$ cat src/pkg/bcpu_pkg.sv
// Constants, carrier types and decode helpers for the byte cpu subset.
package bcpu_pkg;

  // Timing: clocks that make up one machine cycle.
  localparam int unsigned MC_CLKS = 6;
  localparam int unsigned STEP_W  = 4;

  // Reset values.
  localparam logic [15:0] PC_RESET  = 16'h0000;
  localparam logic [7:0]  SP_RESET  = 8'h07;
  localparam logic [7:0]  ACC_RESET = 8'h00;
  localparam logic [7:0]  PORT_RESET = 8'hff;

  // Direct address at which the output port latch sits.
  localparam logic [7:0]  PORT_ADDR = 8'h90;

  // Page addressing: low bits replaced by the page jump and call.
  localparam int unsigned PAGE_BITS = 11;

  // Instruction lengths.
  localparam logic [1:0] LEN1 = 2'h1;
  localparam logic [1:0] LEN2 = 2'h2;
  localparam logic [1:0] LEN3 = 2'h3;

  // Page jump and call: low five opcode bits.
  localparam logic [4:0] PAGE_JMP_LO  = 5'h01;
  localparam logic [4:0] PAGE_CALL_LO = 5'h11;

  // Arithmetic and logic groups: high nibble selects the operation.
  localparam logic [3:0] OPH_ADD     = 4'h2;
  localparam logic [3:0] OPH_ADD_CIN = 4'h3;
  localparam logic [3:0] OPH_AND     = 4'h5;

  // Low nibble selects the operand form.
  localparam logic [3:0] OPL_DIR_A   = 4'h2;
  localparam logic [3:0] OPL_DIR_IMM = 4'h3;
  localparam logic [3:0] OPL_IMM     = 4'h4;
  localparam logic [3:0] OPL_DIR     = 4'h5;

  // Boolean and branch opcodes seen by the length decoder.
  localparam logic [7:0] OP_CLR_BIT   = 8'hc2;
  localparam logic [7:0] OP_SET_BIT      = 8'hd2;
  localparam logic [7:0] OP_INV_BIT      = 8'hb2;
  localparam logic [7:0] OP_AND_CBIT     = 8'h82;
  localparam logic [7:0] OP_AND_CNBIT    = 8'hb0;
  localparam logic [7:0] OP_OR_CBIT      = 8'h72;
  localparam logic [7:0] OP_OR_CNBIT     = 8'ha0;
  localparam logic [7:0] OP_MOV_CBIT     = 8'ha2;
  localparam logic [7:0] OP_MOV_BITC     = 8'h92;
  localparam logic [7:0] OP_JMP_CY       = 8'h40;
  localparam logic [7:0] OP_JMP_NCY      = 8'h50;
  localparam logic [7:0] OP_JMP_BIT      = 8'h20;
  localparam logic [7:0] OP_JMP_NBIT     = 8'h30;
  localparam logic [7:0] OP_JMP_BIT_CLR  = 8'h10;
  localparam logic [7:0] OP_JMP_SHORT    = 8'h80;
  localparam logic [7:0] OP_JMP_ZERO     = 8'h60;
  localparam logic [7:0] OP_JMP_NZERO    = 8'h70;
  localparam logic [7:0] OP_JMP_LONG     = 8'h02;
  localparam logic [7:0] OP_DEC_JMP_DIR  = 8'hd5;
  localparam logic [3:0] OPH_CMP_JMP     = 4'hb;
  localparam logic [4:0] OP5_DEC_JMP_REG = 5'h1b;

  // Request to internal data RAM.
  typedef struct packed {
    logic [7:0] addr;
    logic [7:0] wdata;
    logic       we;
  } bcpu_ram_req_s;

  // Architectural state seen from outside.
  typedef struct packed {
    logic [15:0] pc;
    logic [7:0]  sp;
    logic [7:0]  acc;
    logic        cy;
    logic        ac;
    logic        ov;
  } bcpu_stat_s;

  // Sum and flags of the byte adder.
  typedef struct packed {
    logic [7:0] sum;
    logic       cy;
    logic       ac;
    logic       ov;
  } bcpu_add_s;

  // Byte add split at bits 3 and 6 so each carry out is visible.
  function automatic bcpu_add_s bcpu_add8(input logic [7:0] a,
                                          input logic [7:0] b,
                                          input logic       cin);
    logic [4:0] lo;
    logic [3:0] mid;
    logic [1:0] hi;
    bcpu_add_s  r;
    lo    = {1'b0, a[3:0]} + {1'b0, b[3:0]} + {4'h0, cin};
    mid   = {1'b0, a[6:4]} + {1'b0, b[6:4]} + {3'h0, lo[4]};
    hi    = {1'b0, a[7]} + {1'b0, b[7]} + {1'b0, mid[3]};
    r.sum = {hi[0], mid[2:0], lo[3:0]};
    r.cy  = hi[1];
    r.ac  = lo[4];
    r.ov  = hi[1] ^ mid[3];
    return r;
  endfunction

  // Byte count of an opcode; anything not listed is one byte long.
  function automatic logic [1:0] bcpu_op_len(input logic [7:0] op);
    logic [1:0] n;
    n = LEN1;
    if (op[4:0] == PAGE_JMP_LO || op[4:0] == PAGE_CALL_LO) begin
      n = LEN2;
    end else if (op[7:4] inside {OPH_ADD, OPH_ADD_CIN, OPH_AND} &&
                 op[3:0] inside {OPL_IMM, OPL_DIR}) begin
      n = LEN2;
    end else if (op[7:4] == OPH_AND && op[3:0] == OPL_DIR_A) begin
      n = LEN2;
    end else if (op[7:4] == OPH_AND && op[3:0] == OPL_DIR_IMM) begin
      n = LEN3;
    end else if (op inside {OP_CLR_BIT, OP_SET_BIT, OP_INV_BIT,
                            OP_AND_CBIT, OP_AND_CNBIT, OP_OR_CBIT,
                            OP_OR_CNBIT, OP_MOV_CBIT, OP_MOV_BITC,
                            OP_JMP_CY, OP_JMP_NCY, OP_JMP_SHORT,
                            OP_JMP_ZERO, OP_JMP_NZERO}) begin
      n = LEN2;
    end else if (op inside {OP_JMP_BIT, OP_JMP_NBIT, OP_JMP_BIT_CLR,
                            OP_JMP_LONG, OP_DEC_JMP_DIR} ||
                 (op[7:4] == OPH_CMP_JMP && op[3:2] != 2'h0) ||
                 op[7:3] == OP5_DEC_JMP_REG) begin
      n = LEN3;
    end
    return n;
  endfunction

endpackage

$ cat src/logic/bcpu_core.sv
// Fetch, decode and execute for the add, call, page jump and byte and subset.
`timescale 1ns/10ps
`default_nettype none

module bcpu_core
  import bcpu_pkg::*;
(
  // Clock and reset.
  input  wire logic          clock,
  input  wire logic          rst_n,
  // Program memory, read combinationally at prog_addr.
  output logic [15:0]        prog_addr,
  input  wire logic [7:0]    prog_data,
  // Internal data RAM, read combinationally at ram_req.addr.
  output bcpu_ram_req_s      ram_req,
  input  wire logic [7:0]    ram_rdata,
  // Output port.
  input  wire logic [7:0]    port_pins,
  output logic [7:0]         port_latch,
  // Status.
  output bcpu_stat_s         stat,
  output logic [1:0]         instr_len,
  output logic               retire
);

  typedef enum logic [3:0] {
    S_OP, S_B2, S_B3, S_DEC, S_PTR, S_SRC, S_EXEC, S_PUSH, S_HOLD
  } bcpu_state_e;

  typedef enum logic [1:0] {M_REG, M_IND, M_DIR, M_IMM} bcpu_mode_e;

  bcpu_state_e         state_r;
  logic [STEP_W-1:0]   step_r;
  logic [15:0]         pc_r;
  logic [15:0]         prog_addr_r;
  logic [7:0]          op_r;
  logic [7:0]          b2_r;
  logic [7:0]          b3_r;
  logic [7:0]          src_r;
  logic [7:0]          acc_r;
  logic [7:0]          sp_r;
  logic                cy_r;
  logic                ac_r;
  logic                ov_r;
  logic [7:0]          latch_r;
  bcpu_ram_req_s       ram_r;
  logic [1:0]          len_r;
  logic                retire_r;
  logic [7:0]          pin_s1_r;
  logic [7:0]          pin_s2_r;
  logic [7:0]          pin_s3_r;
  logic [7:0]          pin_val_r;

  // Decoded view of the held opcode.
  logic                is_add;
  logic                is_add_with_carry_in;
  logic                is_and_acc;
  logic                is_and_dir;
  logic                is_jmp;
  logic                is_call;
  bcpu_mode_e          mode;
  logic [STEP_W-1:0]   last_step;
  logic [15:0]         page_target;
  logic [7:0]          and_mask;
  bcpu_add_s           add_res;
  logic [1:0]          fetch_len;

  // Operation group and operand form come straight from the opcode nibbles; page jump and call come from the low five bits.
  assign is_add     = op_r[7:4] == OPH_ADD  && op_r[3:2] != 2'h0;
  assign is_add_with_carry_in    = op_r[7:4] == OPH_ADD_CIN && op_r[3:2] != 2'h0;
  assign is_and_acc = op_r[7:4] == OPH_AND  && op_r[3:2] != 2'h0;
  assign is_and_dir = op_r[7:4] == OPH_AND &&
                      op_r[3:0] inside {OPL_DIR_A, OPL_DIR_IMM};
  assign is_jmp     = op_r[4:0] == PAGE_JMP_LO;
  assign is_call    = op_r[4:0] == PAGE_CALL_LO;

  // Low nibble 4 is immediate, 5 direct, 6-7 indirect, 8-f register.
  always_comb begin
    if (op_r[3]) begin
      mode = M_REG;
    end else if (op_r[1]) begin
      mode = M_IND;
    end else if (op_r[0]) begin
      mode = M_DIR;
    end else begin
      mode = M_IMM;
    end
  end

  // Two-cycle forms get twice the clock budget; the rest get one cycle.
  assign last_step = (is_jmp || is_call || (is_and_dir &&
                      op_r[3:0] == OPL_DIR_IMM)) ?
                     STEP_W'(2 * MC_CLKS - 1) :
                     STEP_W'(MC_CLKS - 1);

  // The page address replaces only bits 10-0 of the advanced counter.
  assign page_target = {pc_r[15:PAGE_BITS], op_r[7:5], b2_r};

  // Direct-destination and masks with either the accumulator or the literal.
  assign and_mask  = (op_r[3:0] == OPL_DIR_A) ? acc_r : b3_r;
  assign add_res   = bcpu_add8(acc_r, src_r, is_add_with_carry_in & cy_r);
  assign fetch_len = bcpu_op_len(prog_data);

  // Port pins pass three flops; a value counts once the last two agree.
  always_ff @(posedge clock or negedge rst_n) begin
    if (!rst_n) begin
      pin_s1_r  <= PORT_RESET;
      pin_s2_r  <= PORT_RESET;
      pin_s3_r  <= PORT_RESET;
      pin_val_r <= PORT_RESET;
    end else begin
      pin_s1_r <= port_pins;
      pin_s2_r <= pin_s1_r;
      pin_s3_r <= pin_s2_r;
      if (pin_s2_r == pin_s3_r) begin
        pin_val_r <= pin_s3_r;
      end
    end
  end

  // Sequencer: byte fetch, operand gathering, execute, then pad to budget.
  always_ff @(posedge clock or negedge rst_n) begin
    if (!rst_n) begin
      state_r <= S_OP;
      step_r  <= '0;
    end else begin
      step_r <= step_r + STEP_W'(1);
      unique case (state_r)
        S_OP: begin
          state_r <= (fetch_len == LEN1) ? S_DEC : S_B2;
        end
        S_B2: begin
          state_r <= (len_r == LEN3) ? S_B3 : S_DEC;
        end
        S_B3: begin
          state_r <= S_DEC;
        end
        S_DEC: begin
          if (is_call) begin
            state_r <= S_PUSH;
          end else if (is_add || is_add_with_carry_in || is_and_acc) begin
            unique case (mode)
              M_REG:   state_r <= S_SRC;
              M_IND:   state_r <= S_PTR;
              M_DIR:   state_r <= (b2_r == PORT_ADDR) ? S_EXEC : S_SRC;
              M_IMM:   state_r <= S_EXEC;
            endcase
          end else if (is_and_dir) begin
            state_r <= (b2_r == PORT_ADDR) ? S_EXEC : S_SRC;
          end else begin
            state_r <= S_HOLD;
          end
        end
        S_PTR:  state_r <= S_SRC;
        S_SRC:  state_r <= S_EXEC;
        S_EXEC: state_r <= S_HOLD;
        S_PUSH: state_r <= S_HOLD;
        S_HOLD: begin
          if (step_r == last_step) begin
            state_r <= S_OP;
            step_r  <= '0;
          end
        end
        default: begin
          state_r <= S_HOLD;
        end
      endcase
    end
  end

  // Opcode and operand bytes; the counter advances once per byte fetched.
  always_ff @(posedge clock or negedge rst_n) begin
    if (!rst_n) begin
      pc_r        <= PC_RESET;
      prog_addr_r <= PC_RESET;
      op_r        <= '0;
      b2_r        <= '0;
      b3_r        <= '0;
      len_r       <= LEN1;
    end else begin
      unique case (state_r)
        S_OP: begin
          op_r        <= prog_data;
          len_r       <= fetch_len;
          pc_r        <= pc_r + 16'h0001;
          prog_addr_r <= pc_r + 16'h0001;
        end
        S_B2: begin
          b2_r        <= prog_data;
          pc_r        <= pc_r + 16'h0001;
          prog_addr_r <= pc_r + 16'h0001;
        end
        S_B3: begin
          b3_r <= prog_data;
          pc_r <= pc_r + 16'h0001;
        end
        S_DEC: begin
          if (is_jmp) begin
            pc_r <= page_target;
          end
        end
        S_PUSH: begin
          pc_r <= page_target;
        end
        S_HOLD: begin
          prog_addr_r <= pc_r;
        end
        default: begin
        end
      endcase
    end
  end

  // Data RAM port: operand reads, and write-back of pushes and and results.
  always_ff @(posedge clock or negedge rst_n) begin
    if (!rst_n) begin
      ram_r <= '0;
    end else begin
      ram_r.we <= 1'b0;
      unique case (state_r)
        S_DEC: begin
          if (is_call) begin
            ram_r.addr  <= sp_r + 8'h01;
            ram_r.wdata <= pc_r[7:0];
            ram_r.we    <= 1'b1;
          end else if (is_and_dir) begin
            ram_r.addr <= b2_r;
          end else if (mode == M_REG) begin
            ram_r.addr <= {5'h00, op_r[2:0]};
          end else if (mode == M_IND) begin
            ram_r.addr <= {7'h00, op_r[0]};
          end else begin
            ram_r.addr <= b2_r;
          end
        end
        S_PTR: begin
          ram_r.addr <= ram_rdata;
        end
        S_PUSH: begin
          ram_r.addr  <= sp_r + 8'h01;
          ram_r.wdata <= pc_r[15:8];
          ram_r.we    <= 1'b1;
        end
        S_EXEC: begin
          if (is_and_dir && b2_r != PORT_ADDR) begin
            ram_r.wdata <= src_r & and_mask;
            ram_r.we    <= 1'b1;
          end
        end
        default: begin
        end
      endcase
    end
  end

  // Source operand: RAM, the pins, the port latch or the literal byte.
  always_ff @(posedge clock or negedge rst_n) begin
    if (!rst_n) begin
      src_r <= '0;
    end else if (state_r == S_SRC) begin
      src_r <= ram_rdata;
    end else if (state_r == S_DEC) begin
      if (is_and_dir) begin
        src_r <= latch_r;
      end else if (mode == M_DIR) begin
        src_r <= pin_val_r;
      end else begin
        src_r <= b2_r;
      end
    end
  end

  // Stack pointer is raised before each of the two return-address writes.
  always_ff @(posedge clock or negedge rst_n) begin
    if (!rst_n) begin
      sp_r <= SP_RESET;
    end else if ((state_r == S_DEC && is_call) || state_r == S_PUSH) begin
      sp_r <= sp_r + 8'h01;
    end
  end

  // Accumulator and flags; calls, jumps and ands leave the flags alone.
  always_ff @(posedge clock or negedge rst_n) begin
    if (!rst_n) begin
      acc_r <= ACC_RESET;
      cy_r  <= 1'b0;
      ac_r  <= 1'b0;
      ov_r  <= 1'b0;
    end else if (state_r == S_EXEC) begin
      if (is_add || is_add_with_carry_in) begin
        acc_r <= add_res.sum;
        cy_r  <= add_res.cy;
        ac_r  <= add_res.ac;
        ov_r  <= add_res.ov;
      end else if (is_and_acc) begin
        acc_r <= acc_r & src_r;
      end
    end
  end

  // Port latch: and on the port address writes here, never to the RAM.
  always_ff @(posedge clock or negedge rst_n) begin
    if (!rst_n) begin
      latch_r <= PORT_RESET;
    end else if (state_r == S_EXEC && is_and_dir && b2_r == PORT_ADDR) begin
      latch_r <= src_r & and_mask;
    end
  end

  // One pulse on the clock after the last step of every instruction.
  always_ff @(posedge clock or negedge rst_n) begin
    if (!rst_n) begin
      retire_r <= 1'b0;
    end else begin
      retire_r <= state_r == S_HOLD && step_r == last_step;
    end
  end

  // Every output is a flop or a bundle of flops.
  assign prog_addr  = prog_addr_r;
  assign ram_req    = ram_r;
  assign port_latch = latch_r;
  assign instr_len  = len_r;
  assign retire     = retire_r;
  assign stat       = '{pc: pc_r, sp: sp_r, acc: acc_r,
                        cy: cy_r, ac: ac_r, ov: ov_r};

endmodule // bcpu_core

`default_nettype wire

$ cat config.mk
export PLATFORM = sky130hd
export DESIGN_NAME = bcpu_core
export DESIGN_NICKNAME = d
export VERILOG_FILES = /design/src/pkg/bcpu_pkg.sv /design/src/logic/bcpu_core.sv
export SDC_FILE = /design/constraint.sdc
export NUM_CORES = 1
export LEC_CHECK = 0
export ABC_CLOCK_PERIOD_IN_PS = 5950
export BUFFER_PORTS_ARGS = -buffer_cell sky130_fd_sc_hd__buf_2
export CAP_MARGIN = 20
export CORE_AREA = 2 2 135 137
export DETAILED_ROUTE_END_ITERATION = 8
export DIE_AREA = 0 0 137 139
export HOLD_SLACK_MARGIN = 0.02
export MAX_ROUTING_LAYER = met4
export SYNTH_ARGS = -nofsm -noshare
export SYNTH_HDL_FRONTEND = slang
export SYNTH_SLANG_ARGS = --single-unit
$ cat constraint.sdc
create_clock -name clock -period 5.95 [get_ports clock]
set_input_delay 1.19 -clock clock [delete_from_list [all_inputs] [get_ports clock]]
set_output_delay 1.19 -clock clock [all_outputs]
set_load 0.01 [all_outputs]
==> impl_metrics.yaml <==
status:
  run_status: "finished clean"
timing:
  whs_ns: 0.355
  worst_slack_ns: 1.79
  fin_skew_ns: 0.00899
  slew_headroom_pct: 29.4
  slew_violations: 0
  rsz0062_at_grt: "false"
  fmax_mhz: 240
  finalHoldViolations: 0
  tightest_slew_ns: 1.06
  fin_crit_ns: 4.16
  period_share_pct: 70.0
  tns_ns: 0
  setup_viol: 0
setup_path:
  cp.arrival_ns: 4.48
  critical-path-top-delay-family: "adder cells"
  r2r-start: "op_r[3]$_DFFE_PN0P_"
  cp_cell_sequence: "o21ba_2 -> and2_1 -> and3_1 -> fa_1 -> fa_1 -> a21o_1 -> a21o_1 -> fa_1 -> a21o_1 -> a21oi_1 -> fa_1 -> o32ai_1"
  cp.depth: 12
  required_ns: 6.27
  timing.critical_path.fanout_max: 12
  start_kind: "flop"
  crit_top_cell: "fa_1"
  critPathKind: "flop to flop"
  reg2regPathDepth: 12
  path_buf_inv: 0
  max_stage_delay_ns: 0.51
  worstSetupEndpointType: "flop"
  crit_start: "op_r[3]$_DFFE_PN0P_"
  cp_slowest_cell: "dfrtp_1"
synth:
  netlist_area_um2: 7830
  ys_types: 77
  ys_seq_elements: 151
  synthCells: 765
  ys_seq_area_share_pct: 49.0
  avgSynthCellArea_um2: 10.2
  synthesis.nets: 806
  synth-async-reset-ratio_pct: 100
  synth_top_flop_cell: "dfrtp_1"
  synth_edf_count: 0
  synth_warnings: 0
route:
  drt_iter0_markers: 578
  drcViolationCount: 0
  num_vias: 6551
  first_pass_iters: 5
  wl_mm: 22.9
  wl_per_cell_um: 21.0
  via_per_inst: 6.02
  ant_nets: 0
finish:
  syn2layout_area_growth_pct: 15.1
  final_util_pct: 51.0
  nNetsFinal: 887
  layout_commonest_cell: "dfrtp_1"
  drive_gt1_share_pct: 27.7
  mostFrequentLayoutCells: "dfrtp_1 (107), buf_2 (103), nand2_1 (81)"
  n_antenna_cell: 0
  filler_cell_count: 1668
placed_design:
  gp_congestion: 0.991
  port_buffers: 104
  place_hpwl_mm: 16.6
  post-place-ws_ns: 1.83
pwr:
  switchingPower_uw: 1940
  seq_power_share_pct: 39.1
  clockPowerShare_pct: 22.9
  p_per_area_nw_per_um2: 504
  power_leakage_uw: 0.00416
  vdd_drop_max_v: 0.000244
  swShare_pct: 42.7
  pwr-share-comb_pct: 37.9
  cellInternalPower_uw: 2610
clock_network:
  insertion_delay_ns: 0.43
  ctsHoldBuffers: 0
  cts_setup_buffers: 0
  clockBufferDepth: 2
  htreeDepth: 4
  cts.sinks: 151
  clk_pin_slew_ns: 0.06
  cts_tree: "built"
  numCtsBuffers: 17
  post_cts_resized: 0
  cts-root-buf: "clkbuf_16"
global_routing:
  antenna_found_initial: 0
  grt_pass1_wl_mm: 35.7
  grt_use_total_pct: 25.4
  grt_pass1_vias: 6303
  grt_overflow: 0
  grt_start_max_net_pins: 93
floorplanning:
  die_area_um2: 19000
  core_area_um2: 17700
  die_h_um: 139
  std_cell_rows: 49
  fp.dieW_um: 137
  start_util_pct: 44.3
  pin_count: 105
hold_path:
  hold_start: "pin_s1_r[3]$_DFF_PN1_"
  hold_class: "flop to flop"
  hold-path-cell-count: 0
job:
  cap_violations: 0
## worst reg2reg max path, stage by stage (launching register included)
cell and delay (ns):
dfrtp_1 0.51, o21ba_2 0.29, and2_1 0.18, and3_1 0.20
fa_1 0.41, fa_1 0.41, a21o_1 0.20, a21o_1 0.21
fa_1 0.42, a21o_1 0.19, a21oi_1 0.25, fa_1 0.46
o32ai_1 0.31
## synth_stat cells, types with 6 or more instances
cell type  instances  share of area, %
buf_2             13              0.83
ha_1              10               1.6
nor2_1            58               2.8
mux2_2            34               4.9
dfrtp_1          107                34
and3_1            10              0.80
xnor2_1           11               1.2
nand3_1           23               1.5
inv_1             13              0.62
nor2b_1           13               1.0
xor2_1            22               2.5
a22o_1             8              0.90
a221o_1           15               1.9
a21o_1             8              0.77
dfstp_2           44                15
a21oi_1           52               3.3
nand2_1           81               3.9
o22ai_1            8              0.64
o221ai_1           8              0.90
nor3_1            13              0.83
mux2i_1           16               2.0
a22oi_1           14               1.3
nand2b_1           6              0.48
o21ai_0           35               2.2
clkbuf_1          24               1.2
nand4_1            6              0.48
## kinds of logic (layout without fill, tap and decap cells)
group                    Yosys count  after routing  synth area share (%)
XOR/XNOR                          33             33                  3.69
AND/OR/NAND/NOR                  248            248                  15.8
multiplexers                      50             50                  6.94
adder cells (fa/ha/maj)           15             15                  2.88
AO/OA/AOI/OAI                    208            208                  18.2
flip-flops                       151            151                  49.0
buffers and inverters             60            154                  3.53
## power by group through the flow
| stage | clock, uW | sequential, uW | combinational (uW) |
|---|---|---|---|
| 3_3_place_gp | 0 | 1770 | 1670 |
| 2_1_floorplan | 0 | 1600 | 1250 |
| 4_1_cts | 1060 | 1770 | 1710 |
| 6_report | 1040 | 1780 | 1720 |
| 3_5_place_dp | 0 | 1780 | 1700 |
| 5_1_grt | 1110 | 1820 | 1900 |
## layer usage
layer	routed length, um	up-vias	global-route usage [%]
li1	-	2955	-
met1	10200	3284	35.0
met2	10400	263	37.2
met3	1650	49	4.86
met4	636	0	9.22
met5	0	-	-
## sequential cells by signal (all words and copies together), names as in the netlist, 8 cells and up
register / flops
op_r: 8
b2_r: 8
pin_s1_r: 8
pin_val_r: 8
pin_s3_r: 8
acc_r: 8
sp_r: 8
b3_r: 8
port_latch: 8
src_r: 8
ram_req: 17
pc_r: 16
pin_s2_r: 8
prog_addr: 16
## worst paths after layout
| path | slack (ns) | to |
|---|---|---|
| min in group asynchronous | 0.84 | acc_r[4]$_DFFE_PN0P_ |
| worst max register to register | 1.79 | acc_r[7]$_DFFE_PN0P_ |
| worst min register to register | 0.35 | pin_s2_r[3]$_DFF_PN1_ |
| worst min-delay path | 0.35 | pin_s2_r[3]$_DFF_PN1_ |
| worst max-delay path | 1.79 | acc_r[7]$_DFFE_PN0P_ |
| max in group asynchronous | 3.83 | sp_r[7]$_DFFE_PN0P_ |
## through the flow
stage	total power (uW)	std cells	instance area [um2]
2_1_floorplan	2850	765	7830
3_3_place_gp	3440	1056	8450
3_5_place_dp	3480	1056	8450
4_1_cts	4540	1088	9010
5_1_grt	4830	1088	9010
6_report	4550	1088	9010
## area by class of cell
cell class | count | area (um2) | area share (%)
inverters | 13 | 48.8 | 0.541
clock buffers | 17 | 425 | 4.72
well taps | 229 | 287 | 3.18
clock inverters | 15 | 136 | 1.51
repair buffers | 109 | 564 | 6.26
flip-flops and latches | 151 | 3830 | 42.5
multi-input cells | 554 | 3720 | 41.3
Note: power is estimated with default switching activity, not from simulation.
